### src/design/asc_defs.vh
/*
 converter control constants: register offsets, field positions, reset
 values and timing counts. assumes inclusion by bare name.
*/
`ifndef ASC_DEFS_VH
`define ASC_DEFS_VH

// register byte addresses on the apb bus
`define ASC_OFS_CTRL0     12'h000
`define ASC_OFS_CTRL1     12'h004
`define ASC_OFS_CTRL2     12'h008
`define ASC_OFS_RES_HI    12'h00C
`define ASC_OFS_RES_LO    12'h010
`define ASC_OFS_IRQ       12'h014
`define ASC_OFS_BANDGAP   12'h018

// ctrl0 fields
`define ASC_C0_START      7
`define ASC_C0_BUSY       6
`define ASC_C0_PWR        5
`define ASC_C0_FMT        4
// ctrl1 fields
`define ASC_C1_SRC_HI     7
`define ASC_C1_SRC_LO     4
// ctrl2 fields
`define ASC_C2_AMP_EN     7
`define ASC_C2_AMP_IN     4
// irq register fields
`define ASC_IRQ_FLAG      0
`define ASC_IRQ_EN        1
`define ASC_IRQ_GLOBAL    2

// reset values
`define ASC_RST_BYTE      8'h00
`define ASC_RST_RESULT    12'h000

// mask of implemented bits
`define ASC_C1_MASK       8'hF7
`define ASC_C2_MASK       8'h9F

// conversion timing in conversion clock periods
`define ASC_SAMPLE_PERIODS   5'd4
`define ASC_CONVERT_PERIODS  5'd12
`define ASC_TOTAL_PERIODS    5'd16

`endif

### src/design/asc_ctrl.v
/*
 converter sequencing control: apb register file, start detection, busy
 flag, conversion clock divider, input/reference routing and result
 registers. assumes the analog converter supplies a 12-bit result that is
 stable by the last conversion clock period, and an outside interrupt
 controller takes the request outputs.
*/
`timescale 1ns/1ps
`default_nettype none
`include "asc_defs.vh"

// Contract
// - conversion starts when the start bit is written high, then low.
// - busy flag sets once a conversion starts and stays high throughout.
// - busy flag clears to zero when the conversion ends.
// - completion sets the interrupt request flag regardless of enable.
// - with local and global enables set, completion raises interrupt out.
// - conversion clock is system clock divided by 1 to 128 by code.
// - source codes 0000, 0100, 11xx route the chosen external pin.
// - channel codes 0-7 pick pins 0-7; codes 8-15 leave input floating.
// - internal source codes disconnect all external channels.
// - internal codes pick supply fractions, amplified reference, ground.
// - two-bit gain field and amplifier enable control the amplifier.
// - amplifier input is the reference pin or the bandgap voltage.
// - internal reference selection switches off external reference pins; amp input bit 0 still connects the pin.
// - pin used as converter input drops its function and pull-high.
// - pin used as converter input ignores its direction setting.
// - a conversion is 4 sampling plus 12 converting clock periods.
// - result registers hold their contents while power is off.
// - format bit splits result as 11:4/3:0 or 11:8/7:0.
// - reference select: 00 supply, 01 reference pin, 1x amplified.
module asc_ctrl #(
   parameter N_PINS = 8
) (
   // clock and reset
   input  wire              i_clk,
   input  wire              i_rstn,
   // apb slave
   input  wire              i_psel,
   input  wire              i_penable,
   input  wire              i_pwrite,
   input  wire [11:0]       i_paddr,
   input  wire [31:0]       i_pwdata,
   output wire              o_pready,
   output reg  [31:0]       o_prdata,
   output wire              o_pslverr,
   // analog converter core
   input  wire [11:0]       i_conv_data,
   output reg               o_conv_sample,
   output reg               o_conv_active,
   output reg               o_conv_clk_en,
   output reg               o_conv_power,
   // input routing
   output reg  [N_PINS-1:0] o_chan_connect,
   output reg  [3:0]        o_internal_src,
   // pin sharing
   input  wire [N_PINS-1:0] i_pin_analog_sel,
   output reg  [N_PINS-1:0] o_pin_func_dis,
   output reg  [N_PINS-1:0] o_pin_pullup_dis,
   output reg  [N_PINS-1:0] o_pin_dir_override,
   // reference and amplifier
   output reg  [1:0]        o_ref_sel,
   output reg               o_ref_pin_connect,
   output reg               o_amp_ref_pin_connect,
   output reg               o_amp_enable,
   output reg  [1:0]        o_amp_gain,
   output reg               o_amp_in_bandgap,
   output reg               o_bandgap_enable,
   // interrupt request
   output reg               o_irq_flag,
   output reg               o_irq
);

   localparam ST_IDLE   = 2'd0;
   localparam ST_SAMPLE = 2'd1;
   localparam ST_CONV   = 2'd2;

   reg  [7:0]  ctrl0_reg;
   reg  [7:0]  ctrl1_reg;
   reg  [7:0]  ctrl2_reg;
   reg         irq_en_reg;
   reg         irq_gen_reg;
   reg  [11:0] result_reg;
   reg  [1:0]  state_reg;
   reg  [1:0]  state_next;
   reg  [4:0]  period_reg;
   reg  [6:0]  div_reg;
   reg         armed_reg;
   reg  [31:0] rdata_mux;

   wire        wr_en;
   wire        rd_en;
   wire [3:0]  src_sel;
   wire [3:0]  chan_sel;
   wire        external_src;
   wire        tick;
   wire        start_go;
   wire        done;

   // one decode shared by channel switch and internal source routing
   function is_external;
      input [3:0] code;
      begin
         is_external = (code == 4'h0) || (code == 4'h4) ||
                       (code[3:2] == 2'b11);
      end
   endfunction

   // apb: zero wait states, no error responses; unmapped reads give zero
   assign o_pready  = 1'b1;
   assign o_pslverr = 1'b0;
   assign wr_en     = i_psel & i_penable & i_pwrite;
   assign rd_en     = i_psel & ~i_pwrite;

   assign src_sel      = ctrl1_reg[`ASC_C1_SRC_HI:`ASC_C1_SRC_LO];
   assign chan_sel     = ctrl0_reg[3:0];
   assign external_src = is_external(src_sel);

   // divider: tick every 2^code system cycles
   always @(posedge i_clk or negedge i_rstn) begin
      if (!i_rstn) begin
         div_reg <= 7'd0;
      end else if (state_reg == ST_IDLE) begin
         div_reg <= 7'd0;
      end else begin
         div_reg <= div_reg + 7'd1;
      end
   end
   assign tick = ((div_reg & ((7'd1 << ctrl1_reg[2:0]) - 7'd1)) ==
                  ((7'd1 << ctrl1_reg[2:0]) - 7'd1));

   // start is the falling edge of the start bit after it was high
   assign start_go = wr_en && (i_paddr == `ASC_OFS_CTRL0) && armed_reg &&
                     !i_pwdata[`ASC_C0_START] && ctrl0_reg[`ASC_C0_PWR];
   assign done = (state_reg == ST_CONV) && tick &&
                 (period_reg == `ASC_TOTAL_PERIODS - 5'd1);

   always @* begin
      state_next = state_reg;
      case (state_reg)
         ST_IDLE: begin
            if (start_go) begin
               state_next = ST_SAMPLE;
            end
         end
         ST_SAMPLE: begin
            if (tick && period_reg == `ASC_SAMPLE_PERIODS - 5'd1) begin
               state_next = ST_CONV;
            end
         end
         ST_CONV: begin
            if (done) begin
               state_next = ST_IDLE;
            end
         end
         default: begin
            state_next = ST_IDLE;
         end
      endcase
      if (!ctrl0_reg[`ASC_C0_PWR]) begin
         state_next = ST_IDLE;
      end
   end

   always @(posedge i_clk or negedge i_rstn) begin
      if (!i_rstn) begin
         state_reg  <= ST_IDLE;
         period_reg <= 5'd0;
      end else begin
         state_reg <= state_next;
         if (state_reg == ST_IDLE) begin
            period_reg <= 5'd0;
         end else if (tick) begin
            period_reg <= period_reg + 5'd1;
         end
      end
   end

   // registers; busy bit is hardware owned
   always @(posedge i_clk or negedge i_rstn) begin
      if (!i_rstn) begin
         ctrl0_reg   <= `ASC_RST_BYTE;
         ctrl1_reg   <= `ASC_RST_BYTE;
         ctrl2_reg   <= `ASC_RST_BYTE;
         irq_en_reg  <= 1'b0;
         irq_gen_reg <= 1'b0;
         o_irq_flag  <= 1'b0;
         o_bandgap_enable <= 1'b0;
         result_reg  <= `ASC_RST_RESULT;
         armed_reg   <= 1'b0;
      end else begin
         if (wr_en) begin
            case (i_paddr)
               `ASC_OFS_CTRL0: begin
                  ctrl0_reg[7]   <= i_pwdata[7];
                  ctrl0_reg[5:0] <= i_pwdata[5:0];
                  armed_reg      <= i_pwdata[`ASC_C0_START];
               end
               `ASC_OFS_CTRL1: ctrl1_reg <= i_pwdata[7:0] & `ASC_C1_MASK;
               `ASC_OFS_CTRL2: ctrl2_reg <= i_pwdata[7:0] & `ASC_C2_MASK;
               `ASC_OFS_IRQ: begin
                  o_irq_flag  <= i_pwdata[`ASC_IRQ_FLAG];
                  irq_en_reg  <= i_pwdata[`ASC_IRQ_EN];
                  irq_gen_reg <= i_pwdata[`ASC_IRQ_GLOBAL];
               end
               `ASC_OFS_BANDGAP: o_bandgap_enable <= i_pwdata[0];
               default: ;
            endcase
         end
         // busy tracks the sequencer; ctrl0 writes never touch this bit
         ctrl0_reg[`ASC_C0_BUSY] <= (state_next != ST_IDLE);
         if (done) begin
            o_irq_flag <= 1'b1;
            result_reg <= i_conv_data;
         end
      end
   end

   // interrupt line: a one-cycle pulse on completion when enabled
   always @(posedge i_clk or negedge i_rstn) begin
      if (!i_rstn) begin
         o_irq <= 1'b0;
      end else begin
         o_irq <= done & irq_en_reg & irq_gen_reg;
      end
   end

   // read mux
   always @* begin
      rdata_mux = 32'h0000_0000;
      if (rd_en) begin
         case (i_paddr)
            `ASC_OFS_CTRL0:   rdata_mux[7:0] = ctrl0_reg;
            `ASC_OFS_CTRL1:   rdata_mux[7:0] = ctrl1_reg;
            `ASC_OFS_CTRL2:   rdata_mux[7:0] = ctrl2_reg;
            `ASC_OFS_RES_HI:  rdata_mux[7:0] = ctrl0_reg[`ASC_C0_FMT] ?
                                 {4'h0, result_reg[11:8]} :
                                 result_reg[11:4];
            `ASC_OFS_RES_LO:  rdata_mux[7:0] = ctrl0_reg[`ASC_C0_FMT] ?
                                 result_reg[7:0] :
                                 {4'h0, result_reg[3:0]};
            `ASC_OFS_IRQ:     rdata_mux[2:0] = {irq_gen_reg, irq_en_reg,
                                                o_irq_flag};
            `ASC_OFS_BANDGAP: rdata_mux[0]   = o_bandgap_enable;
            default:          rdata_mux      = 32'h0000_0000;
         endcase
      end
   end

   // read data is captured in the setup cycle, so it stands from a flop
   // through the whole access phase; it shows the state before that edge
   always @(posedge i_clk or negedge i_rstn) begin
      if (!i_rstn) begin
         o_prdata <= 32'h0000_0000;
      end else if (rd_en && !i_penable) begin
         o_prdata <= rdata_mux;
      end
   end

   // analog controls, registered
   integer k;
   always @(posedge i_clk or negedge i_rstn) begin
      if (!i_rstn) begin
         o_conv_sample  <= 1'b0;
         o_conv_active  <= 1'b0;
         o_conv_clk_en  <= 1'b0;
         o_conv_power   <= 1'b0;
         o_chan_connect <= {N_PINS{1'b0}};
         o_internal_src <= 4'h0;
         o_pin_func_dis <= {N_PINS{1'b0}};
         o_pin_pullup_dis   <= {N_PINS{1'b0}};
         o_pin_dir_override <= {N_PINS{1'b0}};
         o_ref_sel      <= 2'b00;
         o_ref_pin_connect     <= 1'b0;
         o_amp_ref_pin_connect <= 1'b0;
         o_amp_enable   <= 1'b0;
         o_amp_gain     <= 2'b00;
         o_amp_in_bandgap <= 1'b0;
      end else begin
         o_conv_sample <= (state_next == ST_SAMPLE);
         o_conv_active <= (state_next != ST_IDLE);
         o_conv_clk_en <= tick && (state_reg != ST_IDLE);
         o_conv_power  <= ctrl0_reg[`ASC_C0_PWR];
         o_internal_src <= external_src ? 4'h0 : src_sel;
         for (k = 0; k < N_PINS; k = k + 1) begin
            o_chan_connect[k] <= external_src && !chan_sel[3] &&
                                 (chan_sel[2:0] == k);
         end
         o_pin_func_dis     <= i_pin_analog_sel;
         o_pin_pullup_dis   <= i_pin_analog_sel;
         o_pin_dir_override <= i_pin_analog_sel;
         o_ref_sel <= ctrl2_reg[3:2];
         o_ref_pin_connect <= (ctrl2_reg[3:2] == 2'b01);
         o_amp_enable <= ctrl2_reg[`ASC_C2_AMP_EN];
         o_amp_gain   <= ctrl2_reg[1:0];
         o_amp_in_bandgap <= ctrl2_reg[`ASC_C2_AMP_IN];
         o_amp_ref_pin_connect <= !ctrl2_reg[`ASC_C2_AMP_IN];
      end
   end

endmodule // asc_ctrl
`default_nettype wire

### config.mk
export PLATFORM = sky130hd
export DESIGN_NAME = asc_ctrl
export DESIGN_NICKNAME = d
export VERILOG_FILES = /design/src/design/asc_ctrl.v
export VERILOG_INCLUDE_DIRS = /design/src /design/src/design
export SDC_FILE = /design/constraint.sdc
export NUM_CORES = 1
export LEC_CHECK = 0
export ABC_AREA = 1
export BUFFER_PORTS_ARGS = -buffer_cell sky130_fd_sc_hd__buf_2
export CORE_ASPECT_RATIO = 1.4
export CORE_MARGIN = 4
export CORE_UTILIZATION = 45
export CTS_CLUSTER_SIZE = 25
export DETAILED_ROUTE_END_ITERATION = 10
export PLACE_DENSITY = 0.82
export SYNTH_ARGS = -nofsm -noshare
export SYNTH_HDL_FRONTEND = slang
export SYNTH_SLANG_ARGS = --single-unit
### constraint.sdc
create_clock -name i_clk -period 1.9 [get_ports i_clk]
set_input_delay 0.285 -clock i_clk [delete_from_list [all_inputs] [get_ports i_clk]]
set_output_delay 0.285 -clock i_clk [all_outputs]
set_load 0.05 [all_outputs]
---- Yosys cells after proc, flatten, opt, wreduce, memory -nomap -nowiden ----
Index checks and enable logic that the tools add are counted.
word-level totals
  input bits .............................. 69
  register bits ........................... 116
  output and inout bits ................... 85
  logic and storage cells ................. 117
cells by class
  reduce and logical (&&, ||, !) cells .... 39
  add/subtract/negate cells ............... 3
  equality and inequality tests ........... 22
  muxes and demuxes ....................... 18
  shift-type cells ........................ 1
  bitwise logic cells ..................... 7
operator list
  cell                                                                    count
  12-bit by 5-bit equality test with 1-bit output, second input constant  3
  5-bit case mux with 5 select lines                                      1
  12-bit by 4-bit equality test with 1-bit output, second input constant  2
  8-bit two-way mux                                                       3
  1-bit logical AND                                                       18
  12-bit by 3-bit equality test with 1-bit output, second input constant  1
  3-bit equality test, second input constant                              4
  12-bit zero test                                                        1
  2-bit case mux with 6 select lines                                      1
  2-bit AND reduction                                                     6
  5-bit two-way mux                                                       2
  2-bit nonzero test                                                      5
  2-bit two-way mux                                                       4
  7-bit by 1-bit adder with 7-bit output, second input constant           1
  7-bit AND                                                               1
  7-bit equality test                                                     1
  7-bit two-way mux                                                       1
  1-bit case mux with 7 select lines                                      1
  1-bit by 3-bit << shifter with 7-bit output, first input constant       1
  7-bit by 1-bit subtractor with 7-bit output, second input constant      1
  2-bit by 1-bit equality test with 1-bit output, second input constant   3
  3-bit by 2-bit equality test with 1-bit output, second input constant   2
  2-bit case mux with 3 select lines                                      1
  5-bit by 1-bit adder with 5-bit output, second input constant           1
  other kinds (14)                                                        25

---- Longest topological paths before layout ----
Gate-level depths: netlist (run 1).
  depth after elaboration ................. 10
  gate-level depth with buffers ........... 13
  mapped depth without buffers ............ 13

---- Worst setup path after synthesis (run 1) ----
OpenSTA, ideal clock, no wires.
  path type ............................... register to register
  from .................................... reg ctrl1_reg[1]
  to ...................................... reg result_reg[10]
  cell stages (with the launch flop) ...... 12
  path slack .............................. 0.081 ns
  period minus slack after synthesis ...... 1.819 ns
  arrival time ............................ 1.703 ns
  library setup time ...................... 0.116 ns
  buffers on the path ..................... 1
  required time ........................... 1.784 ns
  cells stage by stage .................... dfrtp_1 > nor2_1 > nand2_1 > ha_1 > nor2_1 > nor2_1 > nand3_1 > nor2_4 > nand4_4 > buf_2 > nand2_1 > nand2_1
between the ends
  word-level cells in the longest chain between the ends .. 6
RTL lines
  what                                           RTL line                        text
  start, declared                                asc_ctrl.v:79                   reg [7:0] ctrl1_reg;
  start signal, assigned                         asc_ctrl.v:183                  ctrl1_reg <= `ASC_RST_BYTE;
  start signal, assigned                         asc_ctrl.v:199                  `ASC_OFS_CTRL1: ctrl1_reg <= i_pwdata[7:0] & `ASC_C1_MASK;
  1-bit by 3-bit << shifter with 7-bit output *  asc_ctrl.v:129, asc_ctrl.v:130
  7-bit by 1-bit subtractor with 7-bit output *  asc_ctrl.v:129, asc_ctrl.v:130
  7-bit AND                                      asc_ctrl.v:129                  assign tick = ((div_reg & ((7'd1 << ctrl1_reg[2:0]) - 7'd1)) ==
  7-bit equality test *                          asc_ctrl.v:129
  1-bit logical AND * (2 in a row)               asc_ctrl.v:135                  assign done = (state_reg == ST_CONV) && tick &&
  end signal, assigned                           asc_ctrl.v:189                  result_reg <= `ASC_RST_RESULT;
  end signal, assigned                           asc_ctrl.v:214                  result_reg <= i_conv_data;
  end, declared                                  asc_ctrl.v:83                   reg [11:0] result_reg;
Every way passes the cells marked *; elsewhere a longest branch is shown, timed or not.
A chain may end at the register's enable or synchronous reset.

---- Worst setup path after layout (run 1) ----
  from .................................... reg ctrl1_reg[1]
  to ...................................... reg o_conv_active
between the ends
  word-level cells in the longest chain between the ends .. 10
  elaborated cells between the ends (all ways) .. 12
  classes of those cells .................. 1 x add/sub; 1 x eq/ne; 1 x shift; 4 x mux; 1 x bitwise; 4 x reduce/logical
RTL lines
  what                                           RTL line                        text
  1-bit by 3-bit << shifter with 7-bit output *  asc_ctrl.v:129, asc_ctrl.v:130
  7-bit by 1-bit subtractor with 7-bit output *  asc_ctrl.v:129, asc_ctrl.v:130
  7-bit AND                                      asc_ctrl.v:129
  7-bit equality test *                          asc_ctrl.v:129
  1-bit logical AND (2 in a row)                 asc_ctrl.v:135
  2-bit two-way mux                              asc_ctrl.v:152                  if (done) begin
  2-bit case mux with 3 select lines *           asc_ctrl.v:140                  case (state_reg)
  2-bit two-way mux *                            asc_ctrl.v:160                  if (!ctrl0_reg[`ASC_C0_PWR]) begin
  2-bit nonzero test *                           asc_ctrl.v:281                  o_conv_active <= (state_next != ST_IDLE);
  end signal, assigned                           asc_ctrl.v:281
  end, declared                                  asc_ctrl.v:50                   output reg o_conv_active,
Marks and branches as above.

==> results of run 1 <==
==> routing by layer <==
metal | global-route usage (%) | vias to the layer above
met5 | 0 | -
met4 | 10.0 | 0
met3 | 3.38 | 33
met2 | 35.3 | 136
met1 | 21.4 | 1816
li1 | - | 1863
==> cells by family after synthesis <==
| family | after synthesis |
|---|---|
| AND/OR/NAND/NOR | 279 |
| buffers and inverters | 110 |
| flip-flops | 91 |
| AO/OA/AOI/OAI | 46 |
| adder cells (fa/ha/maj) | 4 |
| other | 2 |
| XOR/XNOR | 2 |
| multiplexers | 1 |
==> layout by cell type, fill, tap and decap left out, types with 2 or more instances in the layout <==
cell type / synthesis / layout
o21ai_0: 32 / 30
conb_1: 2 / 26
nor2_2: 5 / 7
nand3_4: 0 / 2
clkbuf_16: 0 / 9
nor2_1: 50 / 47
buf_4: 44 / 25
o22ai_1: 2 / 2
nand4_1: 6 / 6
nor3_1: 5 / 5
inv_1: 57 / 56
nand2_1: 159 / 155
a21oi_1: 8 / 8
nand3_2: 2 / 4
buf_6: 1 / 2
clkinvlp_4: 0 / 3
buf_2: 3 / 102
inv_6: 0 / 2
ha_1: 4 / 4
o21ai_1: 4 / 6
nor2_4: 2 / 3
nand3_1: 46 / 42
dfrtp_1: 91 / 91
nand2_2: 0 / 3
inv_2: 2 / 2
==> cell type report <==
| class | count | area (um2) | share of cell area [%] |
|---|---|---|---|
| clock buffer | 9 | 225 | 4.19 |
| clock inverter | 7 | 75.1 | 1.40 |
| inverter | 61 | 236 | 4.40 |
| multi-input combinational | 359 | 1680 | 31.2 |
| sequential | 91 | 2280 | 42.3 |
| tap | 110 | 138 | 2.56 |
| timing repair buffer | 131 | 751 | 14.0 |
==> metrics by stage <==
| step | TNS (ns) | total power [mW] | setup WS, ns | cells | cell area (um2) |
|---|---|---|---|---|---|
| after floorplan | 0 | 2.30 | 0.0807 | 559 | 4470 |
| after global placement | -0.0958 | 2.36 | -0.0141 | 746 | 4950 |
| after detailed placement | -0.777 | 2.37 | -0.0705 | 746 | 4950 |
| after CTS | -0.0308 | 4.14 | -0.0169 | 767 | 5320 |
| after global routing | -3.61 | 4.24 | -0.191 | 768 | 5380 |
| final | -1.16 | 4.11 | -0.0995 | 768 | 5380 |
==> worst register-to-register path, stage by stage (launching register included) <==
cell	delay (ns)
dfrtp_1	0.42
nor2_1	0.11
nand2_1	0.09
ha_1	0.30
nor2_2	0.04
nor2_2	0.14
nand3_2	0.11
nor2_4	0.21
buf_6	0.15
nand3_2	0.06
nand2_1	0.07
nand2_1	0.05
nand2_1	0.07
nand2_1	0.06
==> report_power, final <==
part / total (mW) / switching [mW] / leakage, nW / internal, mW
Combinational: 0.380 / 0.309 / 1.66 / 0.0707
Clock: 1.78 / 0.753 / 0.138 / 1.02
Sequential: 1.95 / 0.00584 / 1.15 / 1.95
Total: 4.11 / 1.07 / 2.95 / 3.04
==> worst paths after layout <==
path	start	endpoint	cells past startpoint	slack, ns
min reg2reg	ctrl2_reg[4]	o_amp_in_bandgap	0	0.42
max reg2reg	ctrl1_reg[1]	o_conv_active	13	-0.1
max	ctrl1_reg[1]	o_conv_active	13	-0.1
min in group asynchronous	i_rstn	result_reg[0]	2	0.45
max in group asynchronous	i_rstn	o_chan_connect[1]	3	0.86
min	i_pin_analog_sel[6]	o_pin_dir_override[6]	1	0.05
==> repair_timing <==
item                                    in CTS  in global routing
pin swaps                                    8                  9
buffers inserted                             3                  1
endpoints found under the setup margin      21                 24
gates cloned                                 1                  0
hold buffers                                 1                  0
gates resized for setup                      7                 15
endpoints found under the hold margin       34                  0
==> results by group, run 1 <==
Yosys
  • Most used DFF post-synth: dfrtp_1
  • Post-synth top area cell: dfrtp_1
  • Syn_area_per_cell: 8.19 um2
  • Post-synthesis mux area share: 0.257%
  • Post-Synthesis Cells: between 500 and 600
  • Adder-cell share of the synthesized area: roughly 1.1%
  • Post-Synthesis Cell Area: about 0.0044 mm2
  • Sequential area share after synthesis: 52.0%
  • Most frequent cells after synthesis: nand2_1 (159), dfrtp_1 (91), inv_1 (57)
  • Synth Warn #: 0
  • Asr flop ratio synth: between 90% and 100%
  • #FFs+latches synth: 91
  • Synth top area share: a little over half
  • Main combinational cell family by area after synthesis: simple AND/OR/NAND/NOR gates
  • Synth area leaders: dfrtp_1 (52%), nand2_1 (14%), buf_4 (7.5%)
  • Synth cell types: 30
  • Simple-gate share of the synthesized area: 27.2%
  • Post-synth EDFFs: 0
  • Synth Area in XOR/XNOR: less than 1%
  • Post-synthesis compound-gate area fraction: about 5.3%
  • Most used standard cell by instance count after synthesis: nand2_1

CTS
  • Clock buffers created by TritonCTS: 9
  • Worst skew pair latency: between 0.3 and 0.4 ns
  • Clock Pin Slew Worst Setup and Hold Paths: roughly 0.070 ns
  • CTS H-Tree Depth: 3
  • CTS tree: built
  • CTS Sinks: 91
  • Clock tree root buffer cell: clkbuf_16
  • Clock buffer depth: 2

Floorplan
  • Num ports: between 150 and 200
  • Die ar.: about 0.011 mm2
  • Die H: around 120 um
  • Cell row count: 42
  • Initial Utilization: a little under half
  • Core area: approximately 0.0095 mm2
  • Chip Width: around 91 um

Worst setup path
  • CP delay by family, top: simple AND/OR/NAND/NOR gates
  • CP peak stage delay: 0.42 ns
  • Slowest stage cell on the critical path: dfrtp_1
  • CP Cell Sequence: nor2_1 -> nand2_1 -> ha_1 -> nor2_2 -> nor2_2 -> nand3_2 -> nor2_4 -> buf_6 -> nand3_2 -> nand2_1 -> nand2_1 -> nand2_1 -> nand2_1
  • Critical path type: flop to flop
  • Worst path bufs/invs: 1
  • CP Capture Type: flop
  • Highest net fanout along the worst path: 4
  • WP data arrival: 2.23 ns
  • CP startpoint kind: flop
  • Most frequent CP cell: nand2_1
  • Data required time of the worst path: between 2 and 2.5 ns

Cells and area
  • # nets final: ~730
  • Final core utilization: about 57%
  • ANT cells: 0
  • Layout area overhead: 22.8%
  • Share of post-route cells with drive strength above 1: a little over a quarter
  • Fill count: around 840
  • Flip-flop count of the largest register after layout: 12

STA
  • WHS: 0.0466 ns
  • Final setup violation count: 20
  • Count of final hold-check violations: 0
  • Clk_skew: 0.00848 ns
  • Final Critical Period: ~2 ns
  • RSZ-0062 raised after global routing: true
  • Final Cycle Share: 105%
  • Worst setup margin: -0.0995 ns
  • F_max: between 0.5 and 0.6 GHz
  • Slew @ Worst Pin: 0.506 ns
  • Final Slew Violations: 0
  • Slew HR: between 60% and 70%

Routing
  • WL met3: ~650 um
  • Highest routed layer: met4
  • DRC: 0
  • Wire length on met1: about 4000 um
  • Starting DRT DRC Count: between 200 and 300
  • Vias/cell: roughly 5
  • WL final: between 10000 and 15000 um
  • ANT nets after route: 0
  • 1st-pass router iterations: 4
  • DR WL met2: about 5700 um
  • Avg WL per Cell: between 10 and 15 um
  • Routed via count: slightly below 4000

Flow run
  • Max Cap Viol: 0

Global route
  • Initial antenna violation count: 0
  • GRT Resource Usage Total: about a fifth
  • First-pass GRT wire length: 17800 um
  • Largest net degree at the start of global routing: 39
  • Via count of the first global-routing pass: around 3800
  • Global route overflow: 0

Status
  • Failing checks: setup timing
  • Status: finished, violations left

Pwr
  • Leakage power: just under 3 nW
  • Max IR drop VDD: slightly above 500 uV
  • PwrDens: approximately 760 mW/mm2

Worst hold path
  • Worst hold path class: primary input to flop

Placement
  • Routability Congestion: 0.958
  • HPWL Detailed: 8310 um
  • # port buffers: 103
No activity file was read; power rests on OpenSTA's default activity.
==> inputs of run 2 (changes only) <==
Settings changed: CORE_UTILIZATION 45 to 30, PLACE_DENSITY 0.82 to 0.61.
==> run 2 against run 1 <==
  * The flow now finishes without violations
  * Cell area about the same
  * Combinational power down 2%
  * Die area up 46%
  * Clock-buffer cell count up 3
  * Maximum frequency up 5.9%
  * Via count down 6.2%
  * Clock skew down 0.0017 ns
  * Core utilization down 19 points
  * Worst hold slack worse by 0.0019 ns
  * Routed wire length down 0.73%
  * Non-clock buffer count down 5
  * Total power down 1.7%
  * Largest cell class unchanged
==> results by group, run 2 (synthesis gave the netlist of run 1 again) <==
Status
  • Status: finished clean

STA
  • Clk_skew: 0.00677 ns
  • Final Critical Period: roughly 1.9 ns
  • Count of final hold-check violations: 0
  • Final Cycle Share: between 90% and 100%
  • Worst setup margin: roughly 0.011 ns
  • Final setup violation count: 0
  • Slew @ Worst Pin: around 0.52 ns
  • F_max: around 0.53 GHz
  • Final Slew Violations: 0
  • RSZ-0062 raised after global routing: true
  • Slew HR: 65.6%

Global route
  • Global route overflow: 0
  • First-pass GRT wire length: about 16000 um
  • Initial antenna violation count: 4
  • GRT Resource Usage Total: about an eighth
  • Largest net degree at the start of global routing: between 90 and 100
  • Via count of the first global-routing pass: between 3000 and 4000

Floorplan
  • Chip Width: around 110 um
  • Die ar.: about 0.017 mm2
  • Die H: between 150 and 200 um
  • Cell row count: between 50 and 60
  • Num ports: between 150 and 200
  • Core area: around 0.014 mm2
  • Initial Utilization: between 30 and 40%

Routing
  • ANT nets after route: 0
  • Vias/cell: around 4.3
  • Highest routed layer: met5
  • Avg WL per Cell: between 10 and 15 um
  • 1st-pass router iterations: 5
  • Wire length on met1: roughly 4000 um
  • WL final: roughly 11000 um
  • Routed via count: between 3000 and 4000
  • DRC: 0
  • WL met3: 889 um
  • DR WL met2: 5690 um
  • Starting DRT DRC Count: 150

CTS
  • Clock buffers created by TritonCTS: 9
  • Clock buffer depth: 2
  • CTS H-Tree Depth: 3
  • CTS tree: built
  • Clock tree root buffer cell: clkbuf_16
  • Worst skew pair latency: 0.34 ns
  • CTS Sinks: between 90 and 100
  • Clock Pin Slew Worst Setup and Hold Paths: around 0.06 ns

Worst hold path
  • Worst hold path class: primary input to flop
  • Hold Path Depth: 1

Placement
  • HPWL Detailed: about 8400 um
  • # port buffers: 103
  • Inst Count DP: about 820
  • Routability Congestion: approximately 0.83
  • Dpl ws: 0.0204 ns

Cells and area
  • Share of post-route cells with drive strength above 1: about 25%
  • Layout area overhead: 22.9%
  • Final core utilization: a little under two fifths
  • Most frequent cells in the layout: nand2_1 (154), buf_2 (102), dfrtp_1 (91), inv_1 (56), nor2_1 (50)
  • Most common cell after layout, fill and taps aside: nand2_1
  • # nets final: 720
  • Flip-flop count of the largest register after layout: 12
  • Final Non-Filler Cells: around 840

Flow run
  • Max Cap Viol: 0

Worst setup path
  • Data required time of the worst path: between 2 and 2.5 ns
  • CP startpoint kind: flop
  • Critical path type: flop to flop
  • CP Capture Type: flop
  • WP data arrival: around 2.2 ns
  • Highest net fanout along the worst path: 4
  • R2R depth: 12

Pwr
  • Max IR drop VDD: roughly 420 uV
  • Leakage power: roughly 2.9 nW
  • PwrDens: 751 mW/mm2
[run 2: path summary, 6_finish.rpt]
check | startpoint | endpoint | slack, ns
worst max-delay path | ctrl1_reg[1] | period_reg[0] | 0.01
worst min-delay path | i_pin_analog_sel[1] | o_pin_dir_override[1] | 0.04
worst max register to register | ctrl1_reg[1] | period_reg[0] | 0.01
worst min register to register | ctrl2_reg[4] | o_amp_in_bandgap | 0.40
max in group asynchronous | i_rstn | o_amp_in_bandgap | 0.98
min in group asynchronous | i_rstn | o_chan_connect[7] | 0.48
[run 2: routing by layer]
metal | global-route usage, % | vias up
li1 | - | 1838
met1 | 13.9 | 1631
met2 | 23.2 | 118
met3 | 4.18 | 20
met4 | 5.30 | 4
met5 | 0 | -
[run 2: worst max-delay path, cell delays in order (launching register included)]
cell     delay, ns
dfrtp_1       0.42
nor2_1        0.11
nand2_1       0.08
ha_1          0.28
nor2_1        0.03
nor2_1        0.11
nand3_1       0.13
nor2_4        0.17
buf_4         0.15
nand3_2       0.09
inv_2         0.09
nor2_1        0.04
a21oi_1       0.11
[run 2: final cells by class]
type                       instances  area (um2)
clock buffer                      12         256
tap                              189         236
clock inverter                     4        32.5
fill                            1516        9000
timing repair buffer             126         718
inverter                          61         230
antenna                            2        5.00
multi-input combinational        358        1630
sequential                        91        2280
[run 2: stage by stage]
| step | total power [mW] | instance area [um2] | hold WS (ns) | TNS (ns) |
|---|---|---|---|---|
| CTS | 4.09 | 5340 | 0.0324 | 0 |
| detailed placement | 2.36 | 5040 | 0.370 | 0 |
| floorplan | 2.30 | 4470 | -0.0106 | 0 |
| finish | 4.04 | 5380 | 0.0447 | 0 |
| global route | 4.20 | 5380 | 0.0332 | -1.93 |
| global placement | 2.36 | 5040 | 0.372 | 0 |
[run 2: power breakdown]
| group | switching (mW) | internal (mW) | total [mW] |
|---|---|---|---|
| clock | 0.748 | 0.968 | 1.72 |
| combinational | 0.306 | 0.0665 | 0.373 |
| sequential | 0.00605 | 1.95 | 1.95 |
[run 2: what timing repair did]
| action | in CTS | in global routing |
|---|---|---|
| pin swaps | 1 | 3 |
| gates resized for setup | 0 | 9 |
| hold buffers | 1 | 0 |
| buffers inserted | 0 | 2 |
| cloned | 0 | 0 |
| endpoints found under the setup margin | 4 | 23 |
| hold endpoints to repair | 5 | 0 |
